$ cat src/rtl/sacs_pkg.sv
package sacs_pkg;

    // register byte offsets
    localparam logic [7:0] CTRL_OFF = 8'h00;
    localparam logic [7:0] CHAN_OFF = 8'h04;
    localparam logic [7:0] TRIG_OFF = 8'h08;
    localparam logic [7:0] DATA_OFF = 8'h0C;

    // control field positions within the write word
    localparam int START_BIT = 6;
    localparam int DONE_BIT = 4;

    // reset values
    localparam logic [7:0] CTRL_RST = 8'h00;
    localparam logic [1:0] CHAN_RST = 2'h0;
    localparam logic [2:0] TRIG_RST = 3'h0;
    localparam logic [7:0] DATA_RST = 8'h00;

    // conversion timing in converter half cycles
    localparam logic [5:0] NORM_HOLD = 6'h07;
    localparam logic [5:0] NORM_END = 6'h1A;
    localparam logic [5:0] FIRST_HOLD = 6'h21;
    localparam logic [5:0] FIRST_END = 6'h32;
    localparam logic [5:0] AUTO_HOLD = 6'h08;
    localparam logic [5:0] AUTO_END = 6'h1B;

    // trigger synchroniser depth in system clocks
    localparam int SYNC_STAGES = 3;

    // successive approximation
    localparam logic [7:0] SAR_MSB = 8'h80;
    localparam logic [7:0] RESULT_SAT = 8'hFF;

    // trigger source code meaning free running
    localparam logic [2:0] TRIG_FREE = 3'h0;

    // sleep mode codes reported by the core
    localparam logic [1:0] SLP_IDLE = 2'h0;
    localparam logic [1:0] SLP_NOISE = 2'h1;

    typedef struct packed {
        logic enable;
        logic start;
        logic auto_trig;
        logic done;
        logic irq_en;
        logic [2:0] div_sel;
    } sacs_ctrl_t;

    typedef enum logic {
        ST_IDLE = 1'b0,
        ST_CONV = 1'b1
    } sacs_state_t;

    typedef enum logic [1:0] {
        K_NORM = 2'b00,
        K_FIRST = 2'b01,
        K_AUTO = 2'b10
    } sacs_kind_t;

endpackage

$ cat src/rtl/sacs_seq.sv
// Decided for this implementation: the address map and register access over APB.
`timescale 1ns/1ps
module sacs_seq (
    input wire logic i_clk,
    input wire logic i_rst,
    input wire logic i_psel,
    input wire logic i_penable,
    input wire logic i_pwrite,
    input wire logic [7:0] i_paddr,
    input wire logic [31:0] i_pwdata,
    output logic o_pready,
    output logic [31:0] o_prdata,
    output logic o_pslverr,
    input wire logic [7:0] i_trig_flags,
    input wire logic i_cpu_halt,
    input wire logic [1:0] i_sleep_mode,
    input wire logic i_cmp_ge,
    input wire logic i_over_ref,
    output logic [7:0] o_dac_code,
    output logic [1:0] o_chan,
    output logic o_sample_hold,
    output logic o_conv_busy,
    output logic o_adc_clk,
    output logic o_irq_req
);

    // half period of the converter clock in system clocks
    function automatic logic [6:0] div_half(input logic [2:0] sel);
        logic [6:0] h;
        h = 7'h01;
        unique case (sel)
            3'h0, 3'h1: h = 7'h01;
            3'h2: h = 7'h02;
            3'h3: h = 7'h04;
            3'h4: h = 7'h08;
            3'h5: h = 7'h10;
            3'h6: h = 7'h20;
            3'h7: h = 7'h40;
        endcase
        return h;
    endfunction

    // hold point or end point of a conversion kind
    function automatic logic [5:0] conv_lim(input sacs_pkg::sacs_kind_t k,
                                            input logic is_end);
        logic [5:0] v;
        v = sacs_pkg::NORM_HOLD;
        unique case (k)
            sacs_pkg::K_NORM:
                v = is_end ? sacs_pkg::NORM_END : sacs_pkg::NORM_HOLD;
            sacs_pkg::K_FIRST:
                v = is_end ? sacs_pkg::FIRST_END : sacs_pkg::FIRST_HOLD;
            sacs_pkg::K_AUTO:
                v = is_end ? sacs_pkg::AUTO_END : sacs_pkg::AUTO_HOLD;
            default: v = sacs_pkg::NORM_HOLD;
        endcase
        return v;
    endfunction

    sacs_pkg::sacs_ctrl_t ctrl_ff;
    sacs_pkg::sacs_ctrl_t nxt_ctrl;
    logic [1:0] chan_tmp_ff;
    logic [1:0] chan_ff;
    logic [2:0] trig_sel_ff;
    logic [7:0] data_ff;
    logic pready_ff;
    logic pslverr_ff;
    logic [31:0] prdata_ff;
    logic [6:0] pre_cnt_ff;
    logic phase_ff;
    logic trig_prev_ff;
    logic [sacs_pkg::SYNC_STAGES-1:0] trig_pipe_ff;
    sacs_pkg::sacs_state_t state_ff;
    sacs_pkg::sacs_kind_t kind_ff;
    logic [5:0] half_ff;
    logic first_pend_ff;
    logic en_prev_ff;
    logic halt_prev_ff;
    logic [7:0] code_ff;
    logic [7:0] mask_ff;
    logic sat_ff;
    logic hold_ff;
    logic busy_ff;
    logic irq_ff;

    logic acc;
    logic wr;
    logic wr_ctrl;
    logic tick;
    logic rise;
    logic free_run;
    logic trig_sig;
    logic trig_edge;
    logic trig_fire;
    logic conv_tick;
    logic complete;
    logic start_single;
    logic sleep_start;
    logic [5:0] hold_lim;
    logic [5:0] end_lim;
    logic addr_ok;
    logic first_now;

    // bus decode; access phase only counts once pready is up
    assign acc = i_psel && i_penable && pready_ff;
    assign wr = acc && i_pwrite;
    assign wr_ctrl = wr && (i_paddr == sacs_pkg::CTRL_OFF);
    assign addr_ok = (i_paddr == sacs_pkg::CTRL_OFF) ||
                     (i_paddr == sacs_pkg::CHAN_OFF) ||
                     (i_paddr == sacs_pkg::TRIG_OFF) ||
                     (i_paddr == sacs_pkg::DATA_OFF);

    // prescaler edges; >= so a smaller divider never waits for a wrap
    assign tick = ctrl_ff.enable && !trig_fire &&
                  (pre_cnt_ff >= div_half(ctrl_ff.div_sel) - 7'h01);
    // enable rising in this cycle already counts as first
    assign first_now = first_pend_ff || (ctrl_ff.enable && !en_prev_ff);
    assign rise = tick && !phase_ff;
    assign free_run = ctrl_ff.auto_trig &&
                      (trig_sel_ff == sacs_pkg::TRIG_FREE);
    assign trig_sig = i_trig_flags[trig_sel_ff];
    // edges while busy or already in the synchroniser are dropped
    assign trig_edge = ctrl_ff.enable && ctrl_ff.auto_trig &&
                       (trig_sel_ff != sacs_pkg::TRIG_FREE) &&
                       trig_sig && !trig_prev_ff &&
                       (state_ff == sacs_pkg::ST_IDLE) &&
                       (trig_pipe_ff == '0);
    assign trig_fire = trig_pipe_ff[sacs_pkg::SYNC_STAGES-1];
    assign hold_lim = conv_lim(kind_ff, 1'b0);
    assign end_lim = conv_lim(kind_ff, 1'b1);
    assign conv_tick = (state_ff == sacs_pkg::ST_CONV) && tick;
    assign complete = conv_tick && (half_ff == end_lim - 6'h01);
    assign start_single = (state_ff == sacs_pkg::ST_IDLE) &&
                          ctrl_ff.start && rise;
    // idle or noise reduction sleep start on the halt edge
    assign sleep_start = ctrl_ff.enable && !ctrl_ff.start &&
                         (state_ff == sacs_pkg::ST_IDLE) &&
                         !ctrl_ff.auto_trig && ctrl_ff.irq_en &&
                         i_cpu_halt && !halt_prev_ff &&
                         ((i_sleep_mode == sacs_pkg::SLP_IDLE) ||
                          (i_sleep_mode == sacs_pkg::SLP_NOISE));

    // next control value: software writes, hardware sets and clears
    always_comb begin
        nxt_ctrl = ctrl_ff;
        if (wr_ctrl) begin
            nxt_ctrl.enable = i_pwdata[7];
            nxt_ctrl.auto_trig = i_pwdata[5];
            nxt_ctrl.irq_en = i_pwdata[3];
            nxt_ctrl.div_sel = i_pwdata[2:0];
            if (i_pwdata[sacs_pkg::START_BIT]) begin
                nxt_ctrl.start = 1'b1; // zero writes leave it
            end
            if (i_pwdata[sacs_pkg::DONE_BIT]) begin
                nxt_ctrl.done = 1'b0;
            end
        end
        if (sleep_start || trig_fire) begin
            nxt_ctrl.start = 1'b1;
        end
        if (complete) begin
            nxt_ctrl.done = 1'b1; // set beats a same-cycle clear
            if (!free_run) begin
                nxt_ctrl.start = 1'b0;
            end
        end
        if (!nxt_ctrl.enable) begin
            nxt_ctrl.start = 1'b0;
        end
    end

    // control register
    always_ff @(posedge i_clk) begin
        if (i_rst) begin
            ctrl_ff <= sacs_pkg::CTRL_RST;
        end else begin
            ctrl_ff <= nxt_ctrl;
        end
    end

    // plain software registers
    always_ff @(posedge i_clk) begin
        if (i_rst) begin
            chan_tmp_ff <= sacs_pkg::CHAN_RST;
            trig_sel_ff <= sacs_pkg::TRIG_RST;
        end else if (wr) begin
            if (i_paddr == sacs_pkg::CHAN_OFF) begin
                chan_tmp_ff <= i_pwdata[1:0];
            end
            if (i_paddr == sacs_pkg::TRIG_OFF) begin
                trig_sel_ff <= i_pwdata[2:0];
            end
        end
    end

    // apb answer: no wait state, every output registered from the setup cycle
    always_ff @(posedge i_clk) begin
        if (i_rst) begin
            pready_ff <= 1'b0;
            pslverr_ff <= 1'b0;
            prdata_ff <= 32'h0000_0000;
        end else begin
            pready_ff <= i_psel && !i_penable;
            pslverr_ff <= i_psel && !i_penable && !addr_ok;
            prdata_ff <= 32'h0000_0000;
            if (i_psel && !i_penable && !i_pwrite) begin
                unique case (i_paddr)
                    sacs_pkg::CTRL_OFF: prdata_ff[7:0] <= ctrl_ff;
                    sacs_pkg::CHAN_OFF: prdata_ff[1:0] <= chan_tmp_ff;
                    sacs_pkg::TRIG_OFF: prdata_ff[2:0] <= trig_sel_ff;
                    sacs_pkg::DATA_OFF: prdata_ff[7:0] <= data_ff;
                    default: prdata_ff <= 32'h0000_0000;
                endcase
            end
        end
    end

    // prescaler, reset while disabled and on each trigger
    always_ff @(posedge i_clk) begin
        if (i_rst) begin
            pre_cnt_ff <= 7'h00;
            phase_ff <= 1'b0;
        end else if (!ctrl_ff.enable || trig_fire) begin
            pre_cnt_ff <= 7'h00;
            phase_ff <= 1'b0;
        end else if (tick) begin
            pre_cnt_ff <= 7'h00;
            phase_ff <= !phase_ff; // divide by twice the half period
        end else begin
            pre_cnt_ff <= pre_cnt_ff + 7'h01;
        end
    end

    // trigger edge detect and three-cycle synchroniser
    always_ff @(posedge i_clk) begin
        if (i_rst) begin
            trig_prev_ff <= 1'b0;
            trig_pipe_ff <= '0;
        end else begin
            trig_prev_ff <= trig_sig;
            trig_pipe_ff <= {trig_pipe_ff[sacs_pkg::SYNC_STAGES-2:0],
                             trig_edge};
        end
    end

    // first conversion marker armed on enable rising
    always_ff @(posedge i_clk) begin
        if (i_rst) begin
            en_prev_ff <= 1'b0;
            first_pend_ff <= 1'b0;
            halt_prev_ff <= 1'b0;
        end else begin
            en_prev_ff <= ctrl_ff.enable;
            halt_prev_ff <= i_cpu_halt;
            if (start_single || trig_fire) begin
                first_pend_ff <= 1'b0;
            end else if (ctrl_ff.enable && !en_prev_ff) begin
                first_pend_ff <= 1'b1;
            end
        end
    end

    // conversion sequencer counting converter half cycles
    always_ff @(posedge i_clk) begin
        if (i_rst) begin
            state_ff <= sacs_pkg::ST_IDLE;
            kind_ff <= sacs_pkg::K_NORM;
            half_ff <= 6'h00;
        end else if (!ctrl_ff.enable) begin
            state_ff <= sacs_pkg::ST_IDLE; // abort
            half_ff <= 6'h00;
        end else begin
            unique case (state_ff)
                sacs_pkg::ST_IDLE: begin
                    half_ff <= 6'h00;
                    if (trig_fire) begin
                        state_ff <= sacs_pkg::ST_CONV;
                        kind_ff <= first_now ? sacs_pkg::K_FIRST
                                             : sacs_pkg::K_AUTO;
                    end else if (start_single) begin
                        state_ff <= sacs_pkg::ST_CONV;
                        kind_ff <= first_now ? sacs_pkg::K_FIRST
                                             : sacs_pkg::K_NORM;
                    end
                end
                sacs_pkg::ST_CONV: begin
                    if (complete) begin
                        half_ff <= 6'h00;
                        if (free_run) begin
                            kind_ff <= sacs_pkg::K_NORM;
                        end else begin
                            state_ff <= sacs_pkg::ST_IDLE;
                        end
                    end else if (conv_tick) begin
                        half_ff <= half_ff + 6'h01;
                    end
                end
            endcase
        end
    end

    // active channel tracks the temporary one outside the locked span
    always_ff @(posedge i_clk) begin
        if (i_rst) begin
            chan_ff <= sacs_pkg::CHAN_RST;
        end else if (ctrl_ff.enable) begin
            if (state_ff == sacs_pkg::ST_IDLE) begin
                chan_ff <= chan_tmp_ff;
            end else if (half_ff >= end_lim - 6'h02 && !complete) begin
                chan_ff <= chan_tmp_ff;
            end
            // otherwise frozen, so a free-running restart keeps it
        end
    end

    // sample, then eight successive approximation steps
    always_ff @(posedge i_clk) begin
        if (i_rst) begin
            code_ff <= 8'h00;
            mask_ff <= 8'h00;
            sat_ff <= 1'b0;
            hold_ff <= 1'b0;
        end else begin
            hold_ff <= 1'b0;
            if (conv_tick && half_ff == hold_lim - 6'h01) begin
                hold_ff <= 1'b1;
                sat_ff <= i_over_ref;
                code_ff <= sacs_pkg::SAR_MSB;
                mask_ff <= sacs_pkg::SAR_MSB;
            end else if (conv_tick && half_ff >= hold_lim &&
                         mask_ff != 8'h00) begin
                code_ff <= (i_cmp_ge ? code_ff : (code_ff & ~mask_ff)) |
                           (mask_ff >> 1);
                mask_ff <= mask_ff >> 1;
            end
        end
    end

    // result register written in the same step as the done flag
    always_ff @(posedge i_clk) begin
        if (i_rst) begin
            data_ff <= sacs_pkg::DATA_RST;
        end else if (complete) begin
            data_ff <= sat_ff ? sacs_pkg::RESULT_SAT : code_ff;
        end
    end

    // status outputs; request follows the flag whatever woke the cpu
    always_ff @(posedge i_clk) begin
        if (i_rst) begin
            busy_ff <= 1'b0;
            irq_ff <= 1'b0;
        end else begin
            busy_ff <= (state_ff == sacs_pkg::ST_CONV);
            irq_ff <= nxt_ctrl.done && nxt_ctrl.irq_en;
        end
    end
    // sleep modes other than idle and noise reduction are not seen here

    assign o_pready = pready_ff;
    assign o_prdata = prdata_ff;
    assign o_pslverr = pslverr_ff;
    assign o_dac_code = code_ff;
    assign o_chan = chan_ff;
    assign o_sample_hold = hold_ff;
    assign o_conv_busy = busy_ff;
    assign o_adc_clk = phase_ff;
    assign o_irq_req = irq_ff;

endmodule // sacs_seq

$ cat config.mk
export PLATFORM = sky130hd
export DESIGN_NAME = sacs_seq
export DESIGN_NICKNAME = d
export VERILOG_FILES = /design/src/rtl/sacs_pkg.sv /design/src/rtl/sacs_seq.sv
export SDC_FILE = /design/constraint.sdc
export NUM_CORES = 1
export LEC_CHECK = 0
export BUFFER_PORTS_ARGS = -buffer_cell sky130_fd_sc_hd__buf_4
export CAP_MARGIN = 25
export CORE_MARGIN = 4
export CORE_UTILIZATION = 25
export CTS_CLUSTER_DIAMETER = 150
export DETAILED_ROUTE_END_ITERATION = 12
export HOLD_SLACK_MARGIN = 0.08
export MAX_ROUTING_LAYER = met4
export PLACE_DENSITY = 0.48
export SYNTH_ARGS = -nofsm -noshare
export SYNTH_HDL_FRONTEND = slang
export SYNTH_SLANG_ARGS = --single-unit
$ cat constraint.sdc
create_clock -name i_clk -period 3.1 [get_ports i_clk]
set_clock_uncertainty 0.1 [all_clocks]
set_input_delay 0.62 -clock i_clk [delete_from_list [all_inputs] [get_ports i_clk]]
set_output_delay 0.62 -clock i_clk [all_outputs]
set_load 0.01 [all_outputs]
**Word level (Yosys, flattened, before mapping)**

Memories as Yosys holds them, arrays and structs flattened. A register that Yosys moved wholly into a read port is not among the register bits.
Index checks and enable logic that the tools add are counted.

- Input port bits: 58
- Latch bits: 0
- Memory bits (read-only): 56
- Memory bits (writable): 0
- Register bits: 101
- Memories: 1
- Output and inout bits: 48
- Logic and storage cells: 176

- Bitwise gates (word level): 7
- Muxes and demuxes: 40
- Divide/modulo/power cells: 0
- $add $sub $neg: 6
- Shift operators: 0
- Reductions and logical operators: 73
- Equal/unequal tests: 13
- Multiply operators: 0
- Magnitude comparators: 4

Memory list:

| memory | words | width | rd ports | clocked after memory_dff | wr ports | line | source |
|---|---|---|---|---|---|---|---|
| (no name shown) | 8 | 7 | 1 | 1 | 0 | sacs_seq.sv:31 | `unique case (sel)` |

Operators with widths:

| cell | count |
|---|---|
| two-way mux 8 bit | 7 |
| logical AND 1 bit | 34 |
| case mux 6 bit (2 select lines) | 2 |
| case mux 6 bit (3 select lines) | 1 |
| == test 8 x 4 -> 1 bit (second input constant) | 2 |
| two-way mux 2 bit | 7 |
| two-way mux 1 bit | 13 |
| == test 6 bit | 2 |
| greater-or-equal comparator 6 bit | 2 |
| logical NOT 1 bit | 12 |
| two-way mux 6 bit | 2 |
| OR reduction 2 bit | 6 |
| subtractor 6 x 1 -> 6 bit (second input constant) | 2 |
| case mux 5 bit (2 select lines) | 1 |
| AND 8 bit | 1 |
| == test 8 x 3 -> 1 bit (second input constant) | 1 |
| logical NOT 8 bit | 1 |
| logical OR 1 bit | 8 |
| NOT 8 bit | 1 |
| bitwise OR 8 x 7 -> 8 bit | 1 |
| case mux 2 bit (4 select lines) | 1 |
| nonzero test 8 bit | 1 |
| adder 7 x 1 -> 7 bit (second input constant) | 1 |
| greater-or-equal comparator 7 bit | 1 |
| other kinds (22) | 33 |

**Longest topological paths before layout**

Gate-level depths: netlist of the first run.

- Depth in word-level cells: 12
- Gate-level depth with buffers: 13
- Gate-level depth less buffers: 11

**Least setup slack after synthesis of the first run**

No wires, ideal clock.

- Kind: reg2reg
- From: register kind_ff[0]
- To: register chan_ff[0], in the netlist o_chan[0]
- Cell stages (with the launch flop): 11
- Required time: 2880 ps
- Clock period less this slack: 2712 ps
- Setup time: 120 ps
- Path buffers: 0
- Setup slack: 388 ps
- Arrival: 2493 ps
- Cell sequence: dfxtp_1 -> inv_1 -> ha_1 -> or2_2 -> ha_1 -> or4b_1 -> o211ai_1 -> a21oi_1 -> or3_1 -> o311a_1 -> mux2i_1

- Word-level cells in the longest chain between the ends: 9
- Elaborated cells between the ends (all ways): 13
- Classes of those cells: add/sub: 2; order compare: 1; eq/ne: 4; mux: 1; reduce/logical: 5

Ends and longest elaborated chain:

| item | line | source |
|---|---|---|
| start, declared | sacs_seq.sv:74 | `sacs_pkg::sacs_kind_t kind_ff;` |
| start signal, assigned | sacs_seq.sv:267 | `kind_ff <= sacs_pkg::K_NORM;` |
| start signal, assigned | sacs_seq.sv:278 | `kind_ff <= first_now ? sacs_pkg::K_FIRST` |
| start signal, assigned | sacs_seq.sv:282 | `kind_ff <= first_now ? sacs_pkg::K_FIRST` |
| == test 2 bit (tied with other cells) | sacs_seq.sv:48 | `unique case (k)` |
| case mux 6 bit (3 select lines) * | sacs_seq.sv:48 |  |
| branches (longest 4 deep; another with subtractor 6 x 2 -> 6 bit) | - |  |
| logical AND 1 bit * | sacs_seq.sv:309 | `end else if (half_ff >= end_lim - 6'h02 && !complete) begin` |
| inequality test 2 x 1 -> 1 bit (no source line) * | - |  |
| AND reduction 2 bit (no source line) * | - |  |
| end signal, assigned | sacs_seq.sv:305 | `chan_ff <= sacs_pkg::CHAN_RST;` |
| end signal, assigned | sacs_seq.sv:308 | `chan_ff <= chan_tmp_ff;` |
| end signal, assigned | sacs_seq.sv:310 | `chan_ff <= chan_tmp_ff;` |
| end, declared | sacs_seq.sv:63 | `logic [1:0] chan_ff;` |

Mark *: on every way between the ends.
A chain may end at the register's enable or synchronous reset.

==> out/qor.txt, run 1 <==
CTS tree = yes
final setup TNS = 0 ns
CP startpoint kind = flop
routed len/inst = 13.15 um
Num CTS Buffers = 9
Buffers on Ports = 56
register area share after synthesis = 40.71%
Tmin final = 2.905 ns
Post-DP Area = 4717 um^2
post-synth cell types = 57
RSZ-0062 raised after global routing = no
Clock Sinks = 84
status = completed
diodes inserted = 0
vias = 3317
row cnt = 46
Hold Startpoint = mask_ff[0]
GRT Overall Usage = 11.01%
routability congestion estimate = 0.8164
layout cell share with drive strength beyond 1 = 18.86%
Worst IR Drop VDD = 0.2530 mV
Tot Pwr = 2.320 mW
area growth from synthesis to layout = 22.93%
# setup viols final = 0
clock buffer depth = 2
Hold Path Class = flop to flop
Top FF cell, synth = dfxtp_1
Placed Instances = 722
most frequent cells in the layout = 84 x dfxtp_1, 66 x buf_4, 56 x nor2_1
DRC viols = 0
CTS clk-pin slew, worst paths = 0.06 ns
Yosys reg bits = 84
maxcap violations = 0
Skew-Pair Late Insertion Delay = 0.33 ns
fin cells = 741
initial core utilization = 25.72%
post-route cell area = 5077 um^2
number of global-route vias before repair = 3203
Tightest Pin Transition = 0.5917 ns
max_slew headroom = 60.47%
Critical Path RT = 3.26 ns
synth warn = 0
Synth async-reset ratio = 0%
Cells after Synth = 463
Setup Crit Path Kind = flop to flop
power share of the sequential group = 46.6%
fin crit share = 93.70%
Max Fclk = 0.3443 GHz
Synth Cell Area = 4130 um^2
switch share = 20.42%
DP Worst Slack = 0.01781 ns
Die Y = 136.5 um
width of the chip = 136.5 um
largest net degree at the start of global routing = 51
global-route wire length before repair = 15900 um
total gr overflow = 0
most common cell after layout, fill and taps aside = dfxtp_1
Int Pwr = 1.847 mW
fin nets = 602
root buf cell = clkbuf_16
Data arrival, critical path = 3.07 ns
PnR worst setup slack = 0.1953 ns
initial antenna violation count = 0
drt pass-1 iters = 4
EDFF count, synth = 0
max-slew violation count = 0
full die area = 18640 um^2
Clock power frac = 49.7%
number of routed nets with antenna violations = 0
Syn Area/Cell = 8.921 um^2
Comb power frac = 3.6%
Setup crit end kind = flop
Final Hold Violating Endpoints = 0
routed vias/inst = 4.476
Core Region = 16060 um^2
Initial DRC Count = 112
dpl hpwl = 7524 um
Pleak = 1.941 nW
crit-path max FO = 16
H-tree Lvls = 3
# IOs = 106
Switching Power = 473.8 uW
Pwr Density = 457.0 nW/um^2
Detailed Route WL = 9745 um
## area by class of cell
cell class | count | area, um^2
clock buffer | 10 | 239.0
clock inverter | 6 | 87.58
multi-input combinational | 334 | 2177
fill | 1695 | 10980
inverter | 23 | 86.33
sequential | 84 | 1682
tap | 216 | 270.3
timing repair buffer | 68 | 535.5
## state kept, by name (all words and copies together), names as in the netlist, 2 cells and up, named ones only
register and count:
o_chan 2, half_ff 6, mask_ff 8, o_prdata 8, o_dac_code 8, chan_tmp_ff 2, data_ff 8, ctrl_ff 8
kind_ff 2, trig_sel_ff 3, pre_cnt_ff 7, trig_pipe_ff 3
## timing repair
action / in CTS / in global routing
endpoints found under the setup margin: 0 / 44
setup buffers: 0 / 3
hold buffers: 0 / 0
resized for setup: 0 / 3
## Yosys cell counts, drive strengths merged, types with 2 or more instances
master	number	share of area (%)
and2	4	0.61
nand4	6	1.1
nand2	32	2.9
and3	4	0.61
nand3b	9	1.6
buf	32	5.7
a2111oi	2	0.42
clkbuf	13	1.2
xor2	7	1.5
nor2b	7	1.1
or4	2	0.36
nand3	9	1.1
a211oi	17	3.2
mux4	4	2.2
a21o	2	0.36
nor4	4	0.76
or3	4	0.61
xnor2	5	1.1
a21oi	31	3.8
ha	24	7.3
nor3	11	1.3
o21a	2	0.36
o21ai	6	0.73
nor3b	3	0.55
a22oi	5	0.91
and3b	2	0.42
o31ai	10	1.8
dfxtp	84	41
mux2i	14	3.4
or2	2	0.30
and4	3	0.64
inv	23	2.1
o211ai	2	0.36
nor2	57	5.2
nand2b	9	1.4
## kinds of logic after synthesis
logic type | Yosys count | synth area share, %
multiplexers | 18 | 5.574
buffers and inverters | 68 | 8.937
AO/OA/AOI/OAI | 84 | 13.48
AND/OR/NAND/NOR | 172 | 21.39
other | 1 | 0.09079
XOR/XNOR | 12 | 2.545
flip-flops | 84 | 40.71
adder cells (fa/ha/maj) | 24 | 7.271
## power by group through the flow
stage	clock network, mW	logic [mW]	registers [mW]
final	1.15	0.0845	1.08
after CTS	1.18	0.0837	1.08
after global routing	1.23	0.0916	1.08
after global placement	0	0.0827	1.11
after detailed placement	0	0.0836	1.11
after floorplan	0	0.0608	1.11
## critical path, cell delays in order, from the launching register on
cell      delay (ns)
dfxtp_1         0.34
nor3_1          0.28
nand3_1         0.13
xor2_1          0.15
ha_1            0.28
a21o_1          0.18
a221oi_1        0.35
o21ai_2         0.19
buf_4           0.18
buf_4           0.12
nand4_2         0.07
buf_4           0.22
o31ai_1         0.09
a21oi_1         0.15
## per-stage QoR
stage / utilization [%] / hold slack, ns
final: 31.62 / 0.3529
after CTS: 31.41 / 0.3545
after floorplan: - / 0.3256
after global placement: 29.38 / 0.3403
after global routing: 31.62 / 0.3724
after detailed placement: 29.38 / 0.3460
## path summary, 6_finish.rpt
| check | end | slack (ns) | depth (start not counted) |
|---|---|---|---|
| hold reg to reg | mask_ff[0] | 0.35 | 2 |
| setup / recovery | o_dac_code[3] | 0.20 | 13 |
| hold / removal | mask_ff[0] | 0.35 | 2 |
| setup reg to reg | o_dac_code[3] | 0.20 | 13 |
## routing by layer
metal	wire, um	global-route usage [%]
met1	4625	14.15
met3	434	3.897
met2	4598	16.62
met4	87	2.632
met5	0	-
Power figures use the tool's default switching activity.
==> run 2, diff against run 1 <==
--- a/config.mk
+++ b/config.mk
@@ -5,6 +5,7 @@
 export SDC_FILE = /design/constraint.sdc
 export NUM_CORES = 1
 export LEC_CHECK = 0
+export ABC_AREA = 1
 export BUFFER_PORTS_ARGS = -buffer_cell sky130_fd_sc_hd__buf_4
 export CAP_MARGIN = 25
 export CORE_MARGIN = 4
==> run 2 against run 1 <==
Effect of this change:
- critical path depth rose by 4
- power decreased by 1.5%
- hold slack worse by 0.025 ns
- cell count is 18% higher
- maximum frequency up 6.6%
- global-route usage increased by 0.25 points
- count of clock-buffer cells in the layout up 1
- synthesized cell count increased by 27%
- sequential cell count is the same
- register-to-register slack better by 0.18 ns
- sequential share of layout area down 0.72 points
- combinational power decreased by 2%
- highest routed layer unchanged
==> out/qor.txt, run 2 <==
row cnt = 47 (+2.2%)
dpl hpwl = 7987 um (+6.2%)
Synth Cell Area = 4252 um^2 (+2.9%)
global-route wire length before repair = 17710 um (+11%)
width of the chip = 138.4 um (+1.4%)
Yosys reg bits = 84 (unchanged)
Hold Path Class = flop to flop
switch share = 21.84% (+1.4 points)
Post-synth top cells = 93 x nor2_1, 90 x nand2_1, 84 x dfxtp_1
full die area = 19160 um^2 (+2.8%)
CP peak stage delay = 0.30 ns (-0.05 ns)
Cells after Synth = 586 (+27%)
Core Region = 16640 um^2 (+3.6%)
fin crit share = 87.87% (-5.8 points)
Comb power frac = 3.6% (about the same)
status = completed
most used cell, CP = nand3_1
top-area cell type share of the netlist area = 39.55% (-1.2 points)
DRC viols = 0 (unchanged)
most frequent cells in the layout = 92 x nor2_1, 90 x nand2_1, 84 x dfxtp_1
Die Y = 138.4 um (+1.4%)
total gr overflow = 0 (unchanged)
root buf cell = clkbuf_16
max_slew headroom = 59.47% (-1.0 points)
routed len/inst = 11.91 um (-9.4%)
Buffers on Ports = 56 (unchanged)
synth warn = 0 (unchanged)
register area share after synthesis = 39.55% (-1.2 points)
Max Fclk = 0.3671 GHz (+6.6%)
post-synth cell types = 40 (-30%)
routability congestion estimate = 0.7873 (-3.6%)
Clock power frac = 49.0% (-0.7 points)
number of routed nets with antenna violations = 0 (unchanged)
top cells by area, synth = dfxtp_1 40%, nor2_1 8.2%, nand2_1 7.9%
Setup crit end kind = flop
Worst IR Drop VDD = 0.2124 mV (-16%)
Num CTS Buffers = 9 (unchanged)
Top FF cell, synth = dfxtp_1
Int Pwr = 1.787 mW (-3.3%)
Final Hold Violating Endpoints = 0 (unchanged)
Pwr Density = 440.4 nW/um^2 (-3.6%)
Yosys top cell by area = dfxtp_1
Tightest Pin Transition = 0.6062 ns (+0.01455 ns)
Buf+Inv Stages, Crit Path = 3 (unchanged)
initial antenna violation count = 0 (unchanged)
max-slew violation count = 0 (unchanged)
Crit path max-delay family = simple AND/OR/NAND/NOR gates
CP max-delay cell = dfxtp_1
Pleak = 2.228 nW (+15%)
EDFF count, synth = 0 (unchanged)
layout cell share with drive strength beyond 1 = 15.34% (-3.5 points)
most common cell after layout, fill and taps aside = nor2_1
diodes inserted = 0 (unchanged)
H-tree Lvls = 3 (unchanged)
Setup Crit Path Kind = flop to flop
routed vias/inst = 4.329 (-3.3%)
area growth from synthesis to layout = 22.07%
# setup viols final = 0 (unchanged)
most common cell in the synthesized netlist = nor2_1
Data arrival, critical path = 2.89 ns (-0.18 ns)
Clock Sinks = 84 (unchanged)
drt pass-1 iters = 4 (unchanged)
largest net degree at the start of global routing = 21 (-59%)
power share of the sequential group = 47.3% (+0.7 points)
# IOs = 106 (unchanged)
CTS clk-pin slew, worst paths = 0.06 ns (about the same)
Critical Path RT = 3.27 ns (about the same)
initial core utilization = 25.55% (-0.17 points)
CP startpoint kind = flop
Detailed Route WL = 10390 um (+6.6%)
Syn Area/Cell = 7.255 um^2 (-19%)
GRT Overall Usage = 11.27% (+0.25 points)
Initial DRC Count = 127 (+13%)
DP Worst Slack = 0.1615 ns (+0.1437 ns)
clock buffer depth = 2 (unchanged)
post-route cell area = 5190 um^2 (+2.2%)
Switching Power = 499.3 uW (+5.4%)
vias = 3775 (+14%)
Final Util = 31.19% (-0.43 points)
crit path cell chain = inv_1, ha_1, nand2_1, nor3_2, xnor2_1, ha_1, nand2_1, nor2_1, nand3_1, nand3_1, nand2_2, inv_2, nand2_2, nor2_4, buf_4, nand3_1, a21oi_1
Skew-Pair Late Insertion Delay = 0.34 ns (about the same)
Tmin final = 2.724 ns (-0.1806 ns)
Tot Pwr = 2.286 mW (-1.5%)
final setup TNS = 0 ns (unchanged)
Post-DP Area = 4838 um^2 (+2.6%)
Synth async-reset ratio = 0% (unchanged)
CTS tree = yes
maxcap violations = 0 (unchanged)
RSZ-0062 raised after global routing = no
crit-path max FO = 14 (-2)
fin nets = 729 (+21%)
number of global-route vias before repair = 3710 (+16%)
PnR worst setup slack = 0.3759 ns (+0.1806 ns)
## run 2: changes by cell type after synthesis, sizes merged, moves of 14 or more
| cell | previous run | this run |
|---|---|---|
| nand2 | 32 | 94 |
| inv | 23 | 79 |
| nor2 | 57 | 96 |
| nand3 | 9 | 41 |
| o21ai | 6 | 30 |
| a21oi | 31 | 48 |
| a211oi | 17 | 3 |
| mux2i | 14 | 0 |
## run 2: worst paths after layout
check,end,depth (start not counted),slack [ns],startpoint
setup / recovery,o_dac_code[5],17,0.38,flop
hold / removal,trig_pipe_ff[2],2,0.33,trig_pipe_ff[1]
setup reg to reg,o_dac_code[5],17,0.38,flop
hold reg to reg,trig_pipe_ff[2],2,0.33,trig_pipe_ff[1]
## run 2: what timing repair did
item / in CTS / in global routing
setup endpoints to repair: 0 / 30
setup buffers: 0 / 3
hold buffers: 0 / 0
gates resized for setup: 0 / 4
## run 2: stage by stage
stage,hold WS (ns),cells
global placement,0.3090,853
finish,0.3283,872
floorplan,0.3027,609
detailed placement,0.3201,853
CTS,0.3281,869
global route,0.3547,872
## run 2: per-layer routing
metal,global-route usage (%),up-vias,share of wire (%)
li1,-,1964,-
met1,14.58,1718,48
met2,18.22,83,47
met3,1.934,10,3.8
met4,3.120,0,1.2
met5,-,-,0
## run 2: kinds of logic (layout without fill, tap and decap cells)
group / Yosys count / count (layout) / share of synthesized area, %
XOR/XNOR: 10 / 10 / 2.060
adder cells (fa/ha/maj): 24 / 24 / 7.063
flip-flops: 84 / 84 / 39.55
AO/OA/AOI/OAI: 90 / 90 / 11.39
AND/OR/NAND/NOR: 259 / 259 / 26.87
buffers and inverters: 118 / 161 / 12.98
other: 1 / 24 / 0.08820
## run 2: layout make-up
| cell class | count | area (um^2) |
|---|---|---|
| Timing Repair Buffer | 63 | 485.5 |
| Inverter | 82 | 314.1 |
| Tap cell | 220 | 275.3 |
| Clock buffer | 11 | 252.7 |
| Fill cell | 1799 | 11450 |
| Sequential cell | 84 | 1682 |
| Clock inverter | 5 | 60.06 |
| Multi-Input combinational cell | 407 | 2121 |
## run 2: power groups by stage
stage	sequential (mW)	clock (mW)	combinational [mW]
6_report	1.08	1.12	0.0828
5_1_grt	1.08	1.19	0.0912
4_1_cts	1.08	1.15	0.0824
3_5_place_dp	1.11	0	0.0821
3_3_place_gp	1.11	0	0.0814
2_1_floorplan	1.11	0	0.0558
## run 2: worst register-to-register path, stage by stage, from the launching register on
cell	delay, ns
dfxtp_1	0.30
inv_1	0.08
ha_1	0.18
nand2_1	0.10
nor3_2	0.14
xnor2_1	0.09
ha_1	0.29
nand2_1	0.07
nor2_1	0.15
nand3_1	0.09
nand3_1	0.15
nand2_2	0.11
inv_2	0.10
nand2_2	0.07
nor2_4	0.14
buf_4	0.22
nand3_1	0.10
a21oi_1	0.18
